File: config.mk
export PLATFORM = sky130hd
export DESIGN_NAME = line_unit_host_irq_registers
export DESIGN_NICKNAME = d
export VERILOG_FILES = /design/src/verilog/line_unit_pkg.sv /design/src/verilog/alarm_change.sv /design/src/verilog/error_counter.sv /design/src/verilog/line_unit_host_irq_registers.sv
export VERILOG_INCLUDE_DIRS = /design/src /design/src/verilog
export SDC_FILE = /design/constraint.sdc
export NUM_CORES = 1
export LEC_CHECK = 0
export BUFFER_PORTS_ARGS = -buffer_cell sky130_fd_sc_hd__buf_4
export CORE_MARGIN = 2
export CORE_UTILIZATION = 50
export DETAILED_ROUTE_END_ITERATION = 8
export PLACE_DENSITY = 0.81
export SLEW_MARGIN = 20
export SYNTH_ARGS = -nofsm -noshare
export SYNTH_HDL_FRONTEND = slang
export SYNTH_SLANG_ARGS = --single-unit
File: constraint.sdc
create_clock -name CLK -period 1.4 [get_ports CLK]
set_input_delay 0.07 -clock CLK [delete_from_list [all_inputs] [get_ports CLK]]
set_output_delay 0.07 -clock CLK [all_outputs]
set_load 0.01 [all_outputs]
File: src/verilog/line_unit_cfg.svh
// Register offsets, field positions, reset values and limits of the
// line unit host and interrupt register bank.
// Assumes inclusion by bare name from the design files that need it.
`ifndef LINE_UNIT_CFG_SVH
`define LINE_UNIT_CFG_SVH

// ==========================================================
// Register offsets (six-bit host address)
`define LU_OFS_POWER        6'h00
`define LU_OFS_IRQ_EN       6'h01
`define LU_OFS_IRQ_FLAGS    6'h02
`define LU_OFS_GLOBAL_EN    6'h20
`define LU_OFS_GLOBAL_FLAG  6'h21
`define LU_OFS_COUNT_HIGH   6'h30
`define LU_OFS_COUNT_LOW    6'h31
`define LU_OFS_HOLDING      6'h38
`define LU_OFS_PART_NUMBER  6'h3e
`define LU_OFS_PART_REV     6'h3f

// ==========================================================
// Field positions
`define LU_BIT_TX_ON        0
`define LU_BIT_RX_ON        4
`define LU_BIT_DRIVER_FAIL  0
`define LU_BIT_SIGNAL_LOSS  1
`define LU_BIT_LOCK_LOSS    2
`define LU_BIT_JITTER_LIMIT 3
`define LU_BIT_PATTERN_ERR  4
`define LU_BIT_COUNT_FULL   5
`define LU_BIT_GLOBAL       0

// ==========================================================
// Reset values and limits
`define LU_RST_POWER        8'h00
`define LU_RST_IRQ_EN       6'h00
`define LU_RST_IRQ_FLAGS    6'h00
`define LU_RST_GLOBAL_EN    1'b0
`define LU_RST_COUNT        16'h0000
`define LU_COUNT_MAX        16'hffff
`define LU_IRQ_MASK_ALL     6'h3f

`endif

File: src/verilog/line_unit_pkg.sv
// Types shared by the line unit register bank and its helpers.
// Assumes nothing beyond a SystemVerilog compiler.
`default_nettype none

package line_unit_pkg;

  // ==========================================================
  // Host register access, one request per cycle
  typedef struct packed {
    logic       wr;     // Write strobe, one cycle
    logic       rd;     // Read strobe, one cycle
    logic [5:0] addr;   // Register offset
    logic [7:0] wdata;  // Write data
  } reg_req_t;

  // ==========================================================
  // Alarm status levels from the line logic
  typedef struct packed {
    logic jitter_buf_limit;
    logic rx_lock_loss;
    logic rx_signal_loss;
    logic driver_fail;
  } alarm_t;

endpackage

`default_nettype wire

File: src/verilog/alarm_change.sv
// Change detector for the alarm status levels, one lane per alarm.
// Assumes the levels come from logic on the same clock.
`timescale 1ns/1ps
`default_nettype none

module alarm_change (
  input  wire logic                  clk,
  input  wire logic                  rst,
  input  wire line_unit_pkg::alarm_t status,
  output logic [3:0]                 change
);
  import line_unit_pkg::*;

  logic [3:0] level;
  logic [3:0] prev_reg;

  assign level = status;

  // ==========================================================
  // Per-lane previous level and change term
  genvar i;
  generate
    for (i = 0; i < 4; i = i + 1) begin : g_lane
      always_ff @(posedge clk) begin
        if (rst) begin
          prev_reg[i] <= 1'b0;
        end else begin
          prev_reg[i] <= level[i];
        end
      end
      assign change[i] = level[i] ^ prev_reg[i];
    end
  endgenerate
endmodule

`default_nettype wire

File: src/verilog/error_counter.sv
// Sixteen-bit saturating counter of test-pattern bit errors.
// Assumes one error pulse per cycle at most, on the same clock.
`timescale 1ns/1ps
`default_nettype none
`include "line_unit_cfg.svh"

module error_counter (
  input  wire logic        clk,
  input  wire logic        rst,
  input  wire logic        error_pulse,
  output logic [15:0]      count_reg,
  output logic             full_pulse
);
  logic at_max;

  assign at_max = (count_reg == `LU_COUNT_MAX);

  // ==========================================================
  // Count up, stop at the top, flag the arrival there
  always_ff @(posedge clk) begin
    if (rst) begin
      count_reg  <= `LU_RST_COUNT;
      full_pulse <= 1'b0;
    end else begin
      full_pulse <= 1'b0;
      if (error_pulse && !at_max) begin
        count_reg <= count_reg + 16'h0001;
        if (count_reg == (`LU_COUNT_MAX - 16'h0001)) begin
          full_pulse <= 1'b1;
        end
      end
    end
  end
endmodule

`default_nettype wire

File: src/verilog/line_unit_host_irq_registers.sv
// Host control and interrupt register bank of a single-channel line unit.
// Assumes the serial host port decodes into one-cycle read and write
// strobes on CLK, and that alarm levels and the error pulse come from
// logic on the same clock.
`timescale 1ns/1ps
`default_nettype none
`include "line_unit_cfg.svh"

module line_unit_host_irq_registers #(
  parameter logic [7:0] PART_NUMBER   = 8'h5a,  // Arbitrary value
  parameter logic [7:0] PART_REVISION = 8'h01   // Arbitrary value
) (
  input  wire logic                    CLK,
  input  wire logic                    SYS_RST,
  input  wire line_unit_pkg::reg_req_t REG_REQ,
  output logic [7:0]                   RDATA,
  input  wire line_unit_pkg::alarm_t   ALARM_IN,
  input  wire logic                    JA_ENABLED,
  input  wire logic                    PATTERN_ERROR,
  output logic                         RX_ON,
  output logic                         TX_ON,
  output logic                         TX_OE_N,
  output logic                         INT_N
);
  import line_unit_pkg::*;

  // ==========================================================
  // Declarations
  logic [7:0]  power_reg;
  logic [5:0]  irq_en_reg;
  logic [5:0]  flags_reg;
  logic [5:0]  flags_next;
  logic        global_en_reg;
  logic        global_flag_reg;
  logic [7:0]  holding_reg;
  logic [7:0]  rdata_reg;
  logic        int_n_reg;
  logic [3:0]  alarm_chg;
  logic [15:0] count;
  logic        count_full;
  logic [5:0]  flag_set;
  logic        flag_clr;
  logic [5:0]  en_eff;
  logic        irq_next;
  logic [7:0]  read_mux;
  logic        wr_power;
  logic        wr_irq_en;
  logic        wr_global;

  assign wr_power  = REG_REQ.wr && (REG_REQ.addr == `LU_OFS_POWER);
  assign wr_irq_en = REG_REQ.wr && (REG_REQ.addr == `LU_OFS_IRQ_EN);
  assign wr_global = REG_REQ.wr && (REG_REQ.addr == `LU_OFS_GLOBAL_EN);

  // ==========================================================
  // Helpers
  alarm_change u_alarm_change (
    .clk    (CLK),
    .rst    (SYS_RST),
    .status (ALARM_IN),
    .change (alarm_chg)
  );

  error_counter u_error_counter (
    .clk         (CLK),
    .rst         (SYS_RST),
    .error_pulse (PATTERN_ERROR),
    .count_reg   (count),
    .full_pulse  (count_full)
  );

  // ==========================================================
  // Power control register
  // receiver power bit
  always_ff @(posedge CLK) begin
    if (SYS_RST) begin
      power_reg <= `LU_RST_POWER;
    end else if (wr_power) begin
      power_reg <= 8'h00;
      power_reg[`LU_BIT_RX_ON] <= REG_REQ.wdata[`LU_BIT_RX_ON];
      power_reg[`LU_BIT_TX_ON] <= REG_REQ.wdata[`LU_BIT_TX_ON];
    end
  end

  // Power outputs, line output enable low while driving
  // tri-state when off
  always_ff @(posedge CLK) begin
    if (SYS_RST) begin
      RX_ON   <= 1'b0;
      TX_ON   <= 1'b0;
      TX_OE_N <= 1'b1;
    end else begin
      RX_ON   <= wr_power ? REG_REQ.wdata[`LU_BIT_RX_ON] : power_reg[`LU_BIT_RX_ON];
      TX_ON   <= wr_power ? REG_REQ.wdata[`LU_BIT_TX_ON] : power_reg[`LU_BIT_TX_ON];
      TX_OE_N <= wr_power ? !REG_REQ.wdata[`LU_BIT_TX_ON] : !power_reg[`LU_BIT_TX_ON];
    end
  end

  // ==========================================================
  // Interrupt enable registers
  always_ff @(posedge CLK) begin
    if (SYS_RST) begin
      irq_en_reg <= `LU_RST_IRQ_EN;
    end else if (wr_irq_en) begin
      irq_en_reg <= REG_REQ.wdata[5:0];
    end
  end

  always_ff @(posedge CLK) begin
    if (SYS_RST) begin
      global_en_reg <= `LU_RST_GLOBAL_EN;
    end else if (wr_global) begin
      global_en_reg <= REG_REQ.wdata[`LU_BIT_GLOBAL];
    end
  end

  // ==========================================================
  // Sticky interrupt flags, set wins over clear-on-read
  // driver change sets
  assign flag_set = {count_full, PATTERN_ERROR, alarm_chg};
  assign flag_clr = REG_REQ.rd && (REG_REQ.addr == `LU_OFS_IRQ_FLAGS);

  always_comb begin
    flags_next = flags_reg;
    if (flag_clr) begin
      flags_next = `LU_RST_IRQ_FLAGS;
    end
    flags_next = flags_next | flag_set;
  end

  always_ff @(posedge CLK) begin
    if (SYS_RST) begin
      flags_reg <= `LU_RST_IRQ_FLAGS;
    end else begin
      flags_reg <= flags_next;
    end
  end

  // ==========================================================
  // Interrupt combine and output
  // driver-fail enable
  always_comb begin
    en_eff = irq_en_reg & `LU_IRQ_MASK_ALL;
    en_eff[`LU_BIT_JITTER_LIMIT] = irq_en_reg[`LU_BIT_JITTER_LIMIT] && JA_ENABLED;
  end

  assign irq_next = (|(flags_reg & en_eff)) && global_en_reg;

  always_ff @(posedge CLK) begin
    if (SYS_RST) begin
      int_n_reg       <= 1'b1;
      global_flag_reg <= 1'b0;
    end else begin
      int_n_reg       <= !irq_next;
      global_flag_reg <= irq_next;
    end
  end

  assign INT_N = int_n_reg;

  // ==========================================================
  // Error count holding byte, caught when the high byte is read
  // byte-split count
  always_ff @(posedge CLK) begin
    if (SYS_RST) begin
      holding_reg <= 8'h00;
    end else if (REG_REQ.rd && (REG_REQ.addr == `LU_OFS_COUNT_HIGH)) begin
      holding_reg <= count[7:0];
    end
  end

  // ==========================================================
  // Read data mux, unmapped offsets read zero
  // identity registers
  always_comb begin
    read_mux = 8'h00;
    case (REG_REQ.addr)
      `LU_OFS_POWER:       read_mux = power_reg;
      `LU_OFS_IRQ_EN:      read_mux = {2'b00, irq_en_reg};
      `LU_OFS_IRQ_FLAGS:   read_mux = {2'b00, flags_reg};
      `LU_OFS_GLOBAL_EN:   read_mux = {7'h00, global_en_reg};
      `LU_OFS_GLOBAL_FLAG: read_mux = {7'h00, global_flag_reg};
      `LU_OFS_COUNT_HIGH:  read_mux = count[15:8];
      `LU_OFS_COUNT_LOW:   read_mux = count[7:0];
      `LU_OFS_HOLDING:     read_mux = holding_reg;
      `LU_OFS_PART_NUMBER: read_mux = PART_NUMBER;
      `LU_OFS_PART_REV:    read_mux = PART_REVISION;
      default:             read_mux = 8'h00;
    endcase
  end

  // Read data register holds until the next read
  always_ff @(posedge CLK) begin
    if (SYS_RST) begin
      rdata_reg <= 8'h00;
    end else if (REG_REQ.rd) begin
      rdata_reg <= read_mux;
    end
  end

  assign RDATA = rdata_reg;
endmodule

`default_nettype wire

Yosys cells after proc, flatten, opt, wreduce, memory -nomap -nowiden --
Cells that the tools add are included.
Cells by class: $add $sub $neg 1, equality and inequality tests 11, muxes and demuxes 6, bitwise gates (word level) 7, reduce and logical (&&, ||, !) cells 15
Operators with widths (number):
- $pmux 8 s10 | 1
- $eq 6x6->1 const B | 7
- $eq 16x16->1 const B | 2
- $add 16x1->16 const B | 1
- $logic_and 1x1->1 | 8
- $and 6x6->6 | 1
- $eq 6x1->1 const B | 1
- $eq 6x2->1 const B | 1
- $logic_not 6->1 | 1
- $mux 6 | 1
- $or 6x6->6 | 1
- $reduce_or 6->1 | 1
- $logic_not 1->1 | 4
- $mux 1 | 4
- $xor 1x1->1 | 4
- $reduce_or 2->1 | 1
- $not 1->1 | 1
Word-level totals: register bits after elaboration 57

Logic depth before layout (Yosys ltp) --
depth after elaboration 5, mapped depth 7, mapped depth without buffers 5

By module --
From an unflattened synthesis, not the netlist that was laid out.
Second synthesis, totals: cell total of the unflattened synthesis 294, area total of the unflattened synthesis 2656.3 µm²
Modules (own cells, without submodules):
- line_unit_host_irq_registers | instances 1, cells each 178, area each 1650.3 µm², sequential area each 720.7 µm²
- error_counter | instances 1, cells each 104, area each 865.8 µm², sequential area each 340.3 µm²
- alarm_change | instances 1, cells each 12, area each 140.1 µm², sequential area each 80.1 µm²

Worst setup path after synthesis --
OpenSTA, ideal clock, no wires.
path type reg-to-reg, start point register u_error_counter.count_reg[3], end point register u_error_counter.count_reg[12], library setup time 128 ps, data arrival time 1320 ps, required time 1272 ps, slack -48 ps, stages on the path, launching flop included 7, path buffers 1, path through dfxtp_1 -> buf_2 -> and4_1 -> nand3_1 -> nor4_1 -> mux2i_1 -> nor2_1
On the way: cells in the longest elaborated chain, start to end 3, elaborated cells on any way between the ends 4, classes of those cells add/sub: 1; eq/ne: 1; reduce/logical: 2
RTL lines:
- start, declared | line error_counter.sv:11 | output logic [15:0] count_reg,
- start signal, assigned | line error_counter.sv:22 | count_reg <= `LU_RST_COUNT;
- start signal, assigned | line error_counter.sv:27 | count_reg <= count_reg + 16'h0001;
- branches (longest 3 deep; another with $add 16x1->16)
Parallel ways; which one is timed is not known. A chain may end at the register's enable or synchronous reset.

Final worst setup path --
start point register u_error_counter.count_reg[13], end point register u_error_counter.count_reg[5]
On the way: cells in the longest elaborated chain, start to end 3
RTL lines:
- $eq 16x16->1 (no source line)
- $logic_not 1->1 | line error_counter.sv:26 | if (error_pulse && !at_max) begin
- $logic_and 1x1->1 | line error_counter.sv:26
Every way passes these cells.

==> run summary <==
status - finished with violations
violated checks - negative setup slack
clock slew at reported path FFs - 0.06 ns
Root Driver - clkbuf_8
Worst EP required - 1.61 ns
Remaining DRCs - 0
final WL - 7630 µm
Design Power - 0.00347 W
Synth area leaders - dfxtp_1 42%, mux2i_1 5.6%, nor2_1 4.9%
Filler Cell Count - 369
crit share post-route - 104%
Synth Area per Inst - 8.93 µm²
DP Area - 3280 µm²
Static Leakage - 1.52 nW
Total GRT Usage - 27.1%
Seq cells post-synth - 57
clk buf depth - 2
fin. max-slew vios - 0
grt ovf - 0
RSZ-0062 raised after global routing - true
Synth Instances - 302
Synthesized Nets - 328
Final Setup Violations - 3
share of cells above drive strength 1 - 33.7%
count of different cell masters after synthesis - 56
Tmin final - 1.46 ns
startpoint type of the worst setup path - register
max FFs per register - 16
Finished Core Util - 70.6%
Least-Margin Pin Slew - 0.392 ns
Worst EP arrival - 1.67 ns
Max Freq - 686 MHz
vias in the first global route - 2,643
initial antenna violation count - 0
PnR worst setup slack - -0.0569 ns
max_slew headroom - 73.5%
YS warnings - 0
Starting Density - 52.2%
worst hold margin - 0.0114 ns
Routability Congestion - 0.877
Peak VDD IR - 0.570 mV
Die Ht - 77.5 µm
final setup TNS - -0.121 ns
type of the most critical hold path - primary input to register
Crit. End Element - register
Clk Latency, worst-skew pair - 0.34 ns
via count - 2,613
area leader, netlist - dfxtp_1
Max Cap Viol - 0
clk_skew - 0.00465 ns
Hold Vio Cnt, Final - 0
fin area - 3650 µm²
Layout area overhead - 35.4%
FP Rows - 26
highest fanout seen on the critical path - 7
Core ar. - 5170 µm²
die area - 6000 µm²
drt pass-1 iters - 5
CTS tree - yes
Port-buffer cells - 33
nets - 406
Ports - 36
Post-Syn Area - 2700 µm²
HPWL reported at the end of detailed placement - 4880 µm
CTS Buf Count - 9
Die Width - 77.5 µm
sequential-to-total area share from yosys stat - 42.3%
power per cell area - 949 nW/µm²
Routed Antenna Nets - 0
H-tree depth - 3
initial detailed-routing violation count - 290
# diodes - 0
FF-to-FF setup slack - -0.06 ns
global-route wire length before repair - 12,700 µm
clk sinks - 57
via/cell ratio - 5.77
pin count of the biggest net entering global routing - 28
share of the synthesized area in the top cell type - 42.3%
WS Path Type - register to register
Wirelength per Cell - 16.8 µm
[synth_stat cells (all sizes together)]
cell     count
or4b         1
or2          1
a221oi       3
nor2b        6
or3b         1
inv          5
ha           2
nand4        9
nand2       24
a22oi        7
nor3b        1
a311oi       1
a222oi       2
a21oi       22
nor4b        3
a211oi       2
and2b        1
or4          1
nand3       19
nor3         6
nand4b       1
xnor2        9
o2bb2ai      2
dfxtp       57
a32oi        2
nor4         4
o31ai        1
nand3b       3
and3         4
and4         3
xor2         8
clkbuf      10
o2111ai      1
or3          2
o211a        3
buf          9
a31oi        1
o21ai        9
o32ai        2
a22o         2
nand2b       1
mux2i       15
nor2        36
[timing repair]
item / in CTS / in global routing
pin swaps: 6 / 14
resized for setup: 15 / 14
hold endpoints to repair: 12 / 0
endpoints found under the setup margin: 16 / 17
hold buffers: 10 / 0
buffers inserted: 1 / 0
[cells in the final DEF (no fill, tap or decap), types with 3 or more instances in the layout]
master,count
a22oi_1,7
nand3_1,18
nor3_1,4
inv_1,5
o21ai_1,5
dfxtp_2,13
xnor2_1,9
mux2i_1,15
a21oi_1,21
nor2_1,33
a221oi_1,3
dfxtp_1,43
clkbuf_8,10
xor2_1,8
buf_4,74
clkinv_2,3
nor2_2,3
nor2b_1,6
dlygate4sd3_1,10
nand3b_1,3
o211a_1,3
nand2_1,22
nand4_1,9
[cell type report]
cell class	instances	area, µm²	area share (%)
clock inverter	4	45.0	1.23
tap	70	87.6	2.40
clock buffer	10	138	3.77
inverter	5	18.8	0.514
multi-input combinational	221	1520	41.5
timing repair buffer	86	687	18.8
sequential	57	1160	31.8
[metrics by stage]
step	setup WS [ns]	instances
2_1_floorplan	-0.0285	302
3_3_place_gp	-0.0322	428
3_5_place_dp	-0.0888	428
4_1_cts	-0.00624	453
5_1_grt	-0.110	453
6_report	-0.0569	453
[path summary, 6_finish.rpt]
| path | from | endpoint | depth (start not counted) |
|---|---|---|---|
| worst max-delay path | u_error_counter.count_reg[13]$_SDFFE_PP0P_ | u_error_counter.count_reg[5]$_SDFFE_PP0P_ | 5 |
| worst min-delay path | PATTERN_ERROR | flags_reg[4]$_SDFF_PP0_ | 3 |
| worst max register to register | u_error_counter.count_reg[13]$_SDFFE_PP0P_ | u_error_counter.count_reg[5]$_SDFFE_PP0P_ | 5 |
| worst min register to register | global_en_reg$_SDFFE_PP0P_ | INT_N$_SDFF_PP1_ | 1 |
[logic make-up (layout without fill, tap and decap cells)]
| kind of cell | after synthesis | count (layout) | share of synthesized area (%) |
|---|---|---|---|
| AO/OA/AOI/OAI | 60 | 60 | 15.4 |
| XOR/XNOR | 17 | 17 | 5.52 |
| adder cells (fa/ha/maj) | 2 | 2 | 0.927 |
| buffers and inverters | 24 | 105 | 4.17 |
| flip-flops | 57 | 57 | 42.3 |
| multiplexers | 15 | 15 | 5.57 |
| AND/OR/NAND/NOR | 127 | 127 | 26.1 |
[where the power goes]
group	total, W	switching (W)	leakage [nW]	internal, W
clock network	0.00148	0.000640	0.0978	0.000840
logic	0.000310	0.000162	0.949	0.000148
registers	0.00168	0.0000249	0.470	0.00165
total	0.00347	0.000826	1.52	0.00264
[metal layers]
metal  track usage (%)  wire length (µm)  part of all wire [%]  up-vias
li1                  -                 -                     -     1249
met1              33.0              3090                    40     1202
met2              44.9              3730                    49      142
met3              5.12               576                   7.5       20
met4              15.0               235                   3.1        0
met5                 0                 0                     0        -
[worst max-delay path, cell delays in order (launching register included)]
cell     delay (ns)
dfxtp_2        0.33
and4_4         0.25
and3_2         0.29
a31oi_1        0.14
xnor2_1        0.23
nor2_1         0.09
(Power assumes the default switching activity.)
